`config.mk`:
```
export PLATFORM = sky130hd
export DESIGN_NAME = capcmp_unit
export DESIGN_NICKNAME = d
export VERILOG_FILES = /design/src/capcmp_edge_prescaler.v /design/src/capcmp_pwm_gen.v /design/src/capcmp_unit.v
export VERILOG_INCLUDE_DIRS = /design/src /design/src/src
export SDC_FILE = /design/constraint.sdc
export NUM_CORES = 1
export LEC_CHECK = 0
export ABC_AREA = 1
export BUFFER_PORTS_ARGS = -buffer_cell sky130_fd_sc_hd__buf_4
export CAP_MARGIN = 20
export CORE_ASPECT_RATIO = 1.75
export CORE_MARGIN = 2
export CORE_UTILIZATION = 40
export DETAILED_ROUTE_END_ITERATION = 10
export PLACE_DENSITY = 0.76
export SLEW_MARGIN = 40
export SYNTH_ARGS = -nofsm -noshare
export SYNTH_HDL_FRONTEND = slang
export SYNTH_SLANG_ARGS = --single-unit
export TNS_END_PERCENT = 100
```
`constraint.sdc`:
```
create_clock -name mclk_in -period 2.4 [get_ports mclk_in]
set_clock_uncertainty 0.05 [all_clocks]
set_input_delay 0.24 -clock mclk_in [delete_from_list [all_inputs] [get_ports mclk_in]]
set_output_delay 0.24 -clock mclk_in [all_outputs]
set_load 0.005 [all_outputs]
```
`src/capcmp_defines.vh`:
```
// capture/compare/pwm unit: register offsets, field positions, reset values
// assumes inclusion by bare name from design files
`ifndef CAPCMP_DEFINES_VH
`define CAPCMP_DEFINES_VH
// register indices (printed offset style), byte address is four times the index
`define CC_IDX_CONTROL 8'h17
`define CC_IDX_VALUE_LOW 8'h18
`define CC_IDX_VALUE_HIGH 8'h19
`define CC_IDX_STATUS 8'h1A
`define CC_IDX_MASK 8'h1B
`define CC_IDX_TIMER2_PERIOD 8'h1C
// control fields
`define CC_MODE_LSB 0
`define CC_MODE_MSB 3
`define CC_DUTY_LSB_ZERO_BIT 4
`define CC_DUTY_LSB_ONE_BIT 5
`define CC_CONTROL_MASK 8'h3F
`define CC_CONTROL_RESET 8'h00
`define CC_TIMER2_PERIOD_RESET 8'hFF
// mode codes
`define CC_MODE_OFF 4'h0
`define CC_MODE_CAP_FALL 4'h4
`define CC_MODE_CAP_RISE 4'h5
`define CC_MODE_CAP_RISE4 4'h6
`define CC_MODE_CAP_RISE16 4'h7
`define CC_MODE_CMP_SET 4'h8
`define CC_MODE_CMP_CLR 4'h9
`define CC_MODE_CMP_FLAG 4'hA
`define CC_MODE_CMP_SPECIAL 4'hB
// status bits
`define CC_ST_EVENT 0
`define CC_ST_PERIOD 1
`define CC_ST_WIDTH 2
// capture prescale counts
`define CC_PRESCALE_4 4'h3
`define CC_PRESCALE_16 4'hF
`endif

```
`src/capcmp_edge_prescaler.v`:
```
// capture edge detector and prescaler for the capture modes
// assumes the pin level is already synchronous to mclk_in
`timescale 1ns/1ps
`include "capcmp_defines.vh"
module capcmp_edge_prescaler
(
    input wire mclk_in,
    input wire reset_n_in,
    input wire enable_in,
    input wire [3:0] mode_in,
    input wire pin_in,
    output wire capture_out
);
    reg pin_last_reg;
    reg [3:0] count_reg;
    reg [3:0] count_next;
    reg fire;
    wire rise;
    wire fall;

    assign rise = pin_in & ~pin_last_reg;
    assign fall = ~pin_in & pin_last_reg;
    assign capture_out = fire;

    always @*
    begin
        fire = 1'b0;
        count_next = count_reg;
        case (mode_in)
            `CC_MODE_CAP_FALL: fire = fall; // RULE6
            `CC_MODE_CAP_RISE: fire = rise; // RULE10
            `CC_MODE_CAP_RISE4:
            begin
                if (rise)
                begin
                    fire = (count_reg >= `CC_PRESCALE_4); // RULE10
                    count_next = fire ? 4'h0 : count_reg + 4'h1;
                end
            end
            `CC_MODE_CAP_RISE16:
            begin
                if (rise)
                begin
                    fire = (count_reg == `CC_PRESCALE_16); // RULE10
                    count_next = count_reg + 4'h1;
                end
            end
            default: count_next = 4'h0;
        endcase
    end

    always @(posedge mclk_in)
    begin
        if (!reset_n_in || !enable_in)
        begin
            pin_last_reg <= 1'b0;
            count_reg <= 4'h0;
        end
        else
        begin
            pin_last_reg <= pin_in;
            count_reg <= count_next;
        end
    end
endmodule

```
`src/capcmp_pwm_gen.v`:
```
// pwm waveform generator with 10-bit duty against the timer two time base
// assumes timer two count and prescale phase arrive from the timer block
`timescale 1ns/1ps
`include "capcmp_defines.vh"
module capcmp_pwm_gen
(
    input wire mclk_in,
    input wire reset_n_in,
    input wire enable_in,
    input wire [7:0] timer_two_count_in,
    input wire [1:0] timer_two_phase_in,
    input wire [7:0] period_in,
    input wire [9:0] duty_in,
    output reg pwm_out,
    output reg period_end_out
);
    reg [9:0] duty_latched_reg;
    wire [9:0] fine_count;
    wire at_period;

    assign fine_count = {timer_two_count_in, timer_two_phase_in};
    assign at_period = (timer_two_count_in == period_in) && (timer_two_phase_in == 2'b11);

    // duty is reloaded only at period end so a write never makes a glitch
    always @(posedge mclk_in)
    begin
        if (!reset_n_in || !enable_in)
        begin
            duty_latched_reg <= 10'h000;
            pwm_out <= 1'b0;
            period_end_out <= 1'b0;
        end
        else
        begin
            period_end_out <= at_period;
            if (at_period)
            begin
                duty_latched_reg <= duty_in;
                pwm_out <= (duty_in != 10'h000);
            end
            else if (fine_count + 10'h001 >= duty_latched_reg)
            begin
                pwm_out <= 1'b0;
            end
        end
    end
endmodule

```
`src/capcmp_unit.v`:
```
// capture/compare/pwm unit with AHB-Lite register slave and interrupt
// assumes timer one, timer two and the converter are outside, in this clock domain
// Overview of operation
// RULE1: one 16-bit value register serves capture, compare and pwm duty.
// RULE2: the value register is reachable as separate low and high bytes.
// RULE3: capture and compare use timer one; pwm uses timer two.
// RULE4: control at 17h; top two bits read zero; resets to zero.
// RULE5: mode 0000 disables the unit and resets its internal state.
// RULE6: mode 0100 captures timer one on each falling pin edge.
// RULE7: mode 1011 match sets flag, pin unchanged, clears timer, starts conversion if enabled.
// RULE8: modes 11xx are pwm; two control bits give duty low bits.
// RULE9: a configuration routing bit chooses which of two port lines carries the pin.
// RULE10: modes 0101-0111 capture every rise, fourth rise, sixteenth rise; flag set.
// RULE11: modes 1000-1010 match sets flag and drives pin high, low or unchanged.
// RULE12: timer one must run synchronously for special-event clearing to work.
// RULE13: a software timer one write beats a coincident special-event clear.
// RULE14: in special-event mode the value register acts as timer one period.
`timescale 1ns/1ps
`include "capcmp_defines.vh"
module capcmp_unit
(
    input wire mclk_in,
    input wire reset_n_in,
    input wire hsel_in,
    input wire [31:0] haddr_in,
    input wire [1:0] htrans_in,
    input wire hwrite_in,
    input wire [2:0] hsize_in,
    input wire [31:0] hwdata_in,
    input wire hready_in,
    output wire [31:0] hrdata_out,
    output wire hreadyout_out,
    output wire hresp_out,
    input wire [15:0] timer_one_count_in,
    input wire timer_one_write_in,
    input wire [7:0] timer_two_count_in,
    input wire [1:0] timer_two_phase_in,
    input wire converter_enabled_in,
    input wire pin_route_select_in,
    input wire port_b_line_two_in,
    input wire port_b_line_three_in,
    output wire port_b_line_two_out,
    output wire port_b_line_two_oe_out,
    output wire port_b_line_three_out,
    output wire port_b_line_three_oe_out,
    output reg timer_one_clear_out,
    output reg conversion_start_out,
    output wire irq_out
);
    reg [7:0] capcmp_control_reg;
    reg [7:0] capcmp_value_low_reg;
    reg [7:0] capcmp_value_high_reg;
    reg [7:0] timer_two_period_reg;
    reg [2:0] status_reg;
    reg [2:0] mask_reg;
    reg [2:0] status_next;
    reg compare_pin_reg;
    reg match_last_reg;
    reg [31:0] rdata_reg;
    reg wr_pending_reg;
    reg [7:0] wr_index_reg;
    reg [7:0] rd_index;
    reg [31:0] rdata_next;

    wire [3:0] mode;
    wire unit_on;
    wire capture_mode;
    wire compare_mode;
    wire pwm_mode;
    wire [15:0] capcmp_value;
    wire capture_fire;
    wire match;
    wire match_rise;
    wire pin_level;
    wire pin_drive;
    wire pwm_level;
    wire pwm_period_end;
    wire [9:0] duty;
    wire bus_take;
    wire [7:0] take_index;
    wire [2:0] clr_bits;

    assign mode = capcmp_control_reg[`CC_MODE_MSB:`CC_MODE_LSB];
    assign unit_on = (mode != `CC_MODE_OFF); // RULE5
    assign capture_mode = (mode[3:2] == 2'b01);
    assign compare_mode = (mode[3:2] == 2'b10);
    assign pwm_mode = (mode[3:2] == 2'b11); // RULE8
    assign capcmp_value = {capcmp_value_high_reg, capcmp_value_low_reg}; // RULE1
    assign duty = {capcmp_value_low_reg,
                   capcmp_control_reg[`CC_DUTY_LSB_ONE_BIT],
                   capcmp_control_reg[`CC_DUTY_LSB_ZERO_BIT]}; // RULE8

    // selected port line feeds capture input
    assign pin_level = pin_route_select_in ? port_b_line_three_in : port_b_line_two_in; // RULE9

    capcmp_edge_prescaler u_edge
    (
        .mclk_in(mclk_in),
        .reset_n_in(reset_n_in),
        .enable_in(capture_mode),
        .mode_in(mode),
        .pin_in(pin_level),
        .capture_out(capture_fire)
    );

    capcmp_pwm_gen u_pwm
    (
        .mclk_in(mclk_in),
        .reset_n_in(reset_n_in),
        .enable_in(pwm_mode),
        .timer_two_count_in(timer_two_count_in), // RULE3
        .timer_two_phase_in(timer_two_phase_in),
        .period_in(timer_two_period_reg),
        .duty_in(duty),
        .pwm_out(pwm_level),
        .period_end_out(pwm_period_end)
    );

    // compare against timer one; act once on the first cycle of equality
    assign match = compare_mode && (timer_one_count_in == capcmp_value); // RULE3
    assign match_rise = match && !match_last_reg;

    // pin drive and routing to one of the two port lines
    assign pin_drive = pwm_mode ? pwm_level : compare_pin_reg;
    assign port_b_line_two_out = pin_drive;
    assign port_b_line_three_out = pin_drive;
    assign port_b_line_two_oe_out = (pwm_mode | compare_mode) & ~pin_route_select_in; // RULE9
    assign port_b_line_three_oe_out = (pwm_mode | compare_mode) & pin_route_select_in; // RULE9

    always @(posedge mclk_in)
    begin
        if (!reset_n_in || !unit_on)
        begin
            compare_pin_reg <= 1'b0; // RULE5
            match_last_reg <= 1'b0;
            timer_one_clear_out <= 1'b0;
            conversion_start_out <= 1'b0;
        end
        else
        begin
            match_last_reg <= match;
            timer_one_clear_out <= 1'b0;
            conversion_start_out <= 1'b0;
            if (match_rise)
            begin
                case (mode)
                    `CC_MODE_CMP_SET: compare_pin_reg <= 1'b1; // RULE11
                    `CC_MODE_CMP_CLR: compare_pin_reg <= 1'b0; // RULE11
                    `CC_MODE_CMP_FLAG: compare_pin_reg <= compare_pin_reg; // RULE11
                    `CC_MODE_CMP_SPECIAL:
                    begin
                        // a coincident software write to timer one wins over the clear
                        timer_one_clear_out <= ~timer_one_write_in; // RULE7 RULE13 RULE14 RULE12
                        conversion_start_out <= converter_enabled_in; // RULE7
                    end
                    default: compare_pin_reg <= compare_pin_reg;
                endcase
            end
        end
    end

    // AHB-Lite slave: zero wait states, writes land at the data phase edge
    assign bus_take = hsel_in && hready_in && htrans_in[1];
    assign take_index = haddr_in[9:2];
    assign hreadyout_out = 1'b1;
    assign hresp_out = 1'b0;
    assign hrdata_out = rdata_reg;
    assign clr_bits = (wr_pending_reg && wr_index_reg == `CC_IDX_STATUS) ? hwdata_in[2:0] : 3'b000;

    always @*
    begin
        rd_index = take_index;
        case (rd_index)
            `CC_IDX_CONTROL: rdata_next = {24'h000000, capcmp_control_reg & `CC_CONTROL_MASK}; // RULE4
            `CC_IDX_VALUE_LOW: rdata_next = {24'h000000, capcmp_value_low_reg}; // RULE2
            `CC_IDX_VALUE_HIGH: rdata_next = {24'h000000, capcmp_value_high_reg}; // RULE2
            `CC_IDX_STATUS: rdata_next = {29'h0, status_reg};
            `CC_IDX_MASK: rdata_next = {29'h0, mask_reg};
            `CC_IDX_TIMER2_PERIOD: rdata_next = {24'h000000, timer_two_period_reg};
            default: rdata_next = 32'h00000000;
        endcase
    end

    // events are sticky; a set in the same cycle as a clear wins
    always @*
    begin
        status_next = status_reg & ~clr_bits;
        if (capture_fire || match_rise)
        begin
            status_next[`CC_ST_EVENT] = 1'b1; // RULE7 RULE10 RULE11
        end
        if (pwm_period_end)
        begin
            status_next[`CC_ST_PERIOD] = 1'b1;
        end
        if (pwm_mode && pwm_period_end && duty == 10'h000)
        begin
            status_next[`CC_ST_WIDTH] = 1'b1;
        end
    end

    assign irq_out = |(status_reg & mask_reg);

    always @(posedge mclk_in)
    begin
        if (!reset_n_in)
        begin
            capcmp_control_reg <= `CC_CONTROL_RESET; // RULE4
            capcmp_value_low_reg <= 8'h00;
            capcmp_value_high_reg <= 8'h00;
            timer_two_period_reg <= `CC_TIMER2_PERIOD_RESET;
            status_reg <= 3'b000;
            mask_reg <= 3'b000;
            rdata_reg <= 32'h00000000;
            wr_pending_reg <= 1'b0;
            wr_index_reg <= 8'h00;
        end
        else
        begin
            status_reg <= status_next;
            wr_pending_reg <= bus_take && hwrite_in;
            wr_index_reg <= take_index;
            if (bus_take && !hwrite_in)
            begin
                rdata_reg <= rdata_next;
            end
            if (capture_fire)
            begin
                capcmp_value_low_reg <= timer_one_count_in[7:0]; // RULE6 RULE10
                capcmp_value_high_reg <= timer_one_count_in[15:8];
            end
            if (wr_pending_reg)
            begin
                case (wr_index_reg)
                    `CC_IDX_CONTROL: capcmp_control_reg <= hwdata_in[7:0] & `CC_CONTROL_MASK; // RULE4
                    `CC_IDX_VALUE_LOW: capcmp_value_low_reg <= hwdata_in[7:0]; // RULE2
                    `CC_IDX_VALUE_HIGH: capcmp_value_high_reg <= hwdata_in[7:0]; // RULE2
                    `CC_IDX_MASK: mask_reg <= hwdata_in[2:0];
                    `CC_IDX_TIMER2_PERIOD: timer_two_period_reg <= hwdata_in[7:0];
                    // status is cleared through clr_bits; a pipelined next address must not be lost
                    default: ;
                endcase
            end
        end
    end
endmodule

```
==> impl_metrics.csv <==
group,metric,value,unit
status,status,"complete, no violations",
global_routing,grt_max_degree,46,
finish,final_cell_area,5550,um2
clocking,clockRootBuffer,"clkbuf_16",
sta,slew_violations,0,
die,start_util,41.1,%
finish,layout_commonest_cell,"nand2_1",
power,pwr-share-seq,45.3,%
setup_path,critical_path_peak_fanout,3,
setup_path,critPathRequiredTime,2.57,ns
global_routing,grt-ovfl-total,0,
synth,synth_top_area_share,31.0,%
power,pwr-share-clk,44.8,%
synth,yosysTopAreaCell,"dfxtp_1",
power,power_density,495,nW/um2
global_routing,grt_pass1_wl,21200,um
clocking,clock_latency,0.34,ns
finish,drive_above_1_share,14.1,%
power,ir_worst_vdd,0.000531,V
clocking,cts_resized,0,
synth,ys.warnings.count,0,
power,p_leak,2.63,nW
sta,final.setup.worst_slack,0.414,ns
min_path,min_path_type,"primary input to flop",
clocking,cts_tree,"yes",
placed_design,dp_hpwl,10500,um
synth,synth_cell_types,42,
finish,nFillCells,1224,
finish,syn_to_final_growth,15.9,%
synth,synth.top_cells.by_area,"dfxtp_1 (31%), nand2_1 (13%), inv_1 (8.9%)",
synth,synth_cells,753,
finish,multiInputGateArea,2580,um2
sta,final.period_utilization,82.8,%
placed_design,place_congestion,0.980,
setup_path,cp-startpoint,"timer_two_phase_in[0]",
finish,antennaDiodeCount,0,
synth,syn_area_per_cell,6.35,um2
power,p_sw_share,25.3,%
global_routing,grtUsageTotal,21.4,%
clocking,ctsLongestPathBuffers,2,
die,die_area,12900,um2
die,fp.dieH,149,um
finish,postLayoutCoreUtil,47.6,%
synth,netlist_area,4780,um2
die,rows,52,
power,pwr-share-comb,9.9,%
drt,final_antenna_net_count,0,
synth,ys_seq_elements,74,
clocking,cts.clk_slew.worst_paths,0.06,ns
sta,fin_crit,1.99,ns
finish,final_cell_mix,"nand2_1 (166), inv_1 (114), nor2_1 (111)",
sta,rsz0062_at_grt,"false",
setup_path,critical_path_class,"primary input to flop",
sta,final.setup.tns,0,ns
sta,tightest_slew,0.608,ns
setup_path,r2r_start,"u_edge.count_reg[0]",
die,die_w,86.7,um
global_routing,antenna_found_initial,0,
clocking,cts.htree.levels,3,
power,internal_power,2.05,mW
global_routing,grt_pass1_vias,4495,
clocking,post_cts_buffers,0,
sta,hold_viol,0,
finish,final_nets,934,
clocking,hold_buffers,1,
sta,setup_viol,0,
drt,routed_wl,13400,um
run,cap_violations,0,
drt,first_pass_iters,5,
setup_path,cp-end-kind,"flop",
setup_path,critPathLaunchType,"primary input",
setup_path,critPathArrivalTime,2.16,ns
finish,seq_area,1480,um2
placed_design,place_ws,0.0878,ns
drt,vias,4813,
die,io_pins,146,
finish,largest_reg_flops,10,
die,coreArea,11600,um2
drt,wl_per_cell,14.1,um
power,power_switching,0.696,mW
placed_design,place_area,5260,um2
clocking,clkSinkCount,74,
sta,relSlewSlack,59.3,%
clocking,cts_buffers,9,
synth,ys_seq_area_share,31.0,%
drt,drt-vias-per-instance,5.03,
sta,fmax,503,MHz
min_path,min-delay-start,"haddr_in[7]",
drt,drt-initial-drc-count,234,
placed_design,portBuffers,67,
drt,drc,0,
-- cells in the mapped netlist, drive strengths merged --
cell and instances:
nand2 171, inv 122, nor2 112, dfxtp 74
o21ai 57, nand3 45, a21oi 40, buf 40
nor3 14, nand4 13, ha 12, clkbuf 9
o211ai 8, xor2 8, o22ai 5, xnor2 5
nand3b 3, a21boi 2, a31oi 2, conb 2
o2111ai 2, a211oi 1, and2 1, and3 1
nor4 1, o211a 1, o21bai 1, o221ai 1
-- power groups by stage --
stage / Combinational, mW / Clock, mW / Sequential (mW)
floorplan: 0.163 / 0 / 1.27
global placement: 0.265 / 0 / 1.27
detailed placement: 0.268 / 0 / 1.27
CTS: 0.271 / 1.25 / 1.24
global route: 0.306 / 1.30 / 1.24
finish: 0.272 / 1.23 / 1.24
-- worst max-delay path, cell delays in order --
cell and delay (ns):
buf_4 0.09, ha_1 0.20, nand2_1 0.08, nor2_1 0.15
nand3_1 0.14, nor3_1 0.23, xor2_1 0.14, ha_1 0.30
nand2_1 0.06, nor2_1 0.14, nand4_1 0.09, o2111ai_1 0.20
a21boi_0 0.11
-- path summary, 6_finish.rpt --
| kind | end | slack, ns | depth (start not counted) |
|---|---|---|---|
| setup / recovery | u_pwm.pwm_out | 0.41 | 13 |
| hold / removal | wr_index_reg[5] | 0.04 | 3 |
| setup reg to reg | capcmp_value_high_reg[5] | 0.67 | 10 |
| hold reg to reg | status_reg[1] | 0.42 | 2 |
-- area by class of cell --
class                      instances  share of cell area [%]
timing repair buffer              78                    10.6
inverter                         122                    8.26
sequential                        74                    26.7
clock inverter                     6                   0.790
tap                              135                    3.05
multi-input combinational        532                    46.5
clock buffer                      10                    4.13
-- cells by family after synthesis --
kind of cell               share of synthesized area (%)
AOI/OAI and AO/OA                                   13.9
xor gates and xnor gates                            2.38
adders and majority gates                           3.14
buffers and inverters                               17.1
DFF                                                 31.0
other                                              0.157
and+or+nand+nor                                     32.5
-- per-stage QoR --
step           instances  power (mW)  hold WS [ns]
3_3_place_gp         940        1.53         0.349
6_report             957        2.75        0.0385
4_1_cts              957        2.76        0.0333
5_1_grt              957        2.85        0.0505
2_1_floorplan        777        1.43         0.262
3_5_place_dp         940        1.54         0.349
-- layer usage --
layer / share of wire (%) / wire length, um / GRT usage [%] / vias to the layer above
li1: - / - / - / 2454
met1: 37 / 5040 / 22.4 / 2160
met2: 53 / 7060 / 38.4 / 151
met3: 3.8 / 510 / 2.72 / 48
met4: 6.2 / 833 / 14.8 / 0
met5: 0 / 0 / 0 / -
No activity file was read; power rests on OpenSTA's default activity.
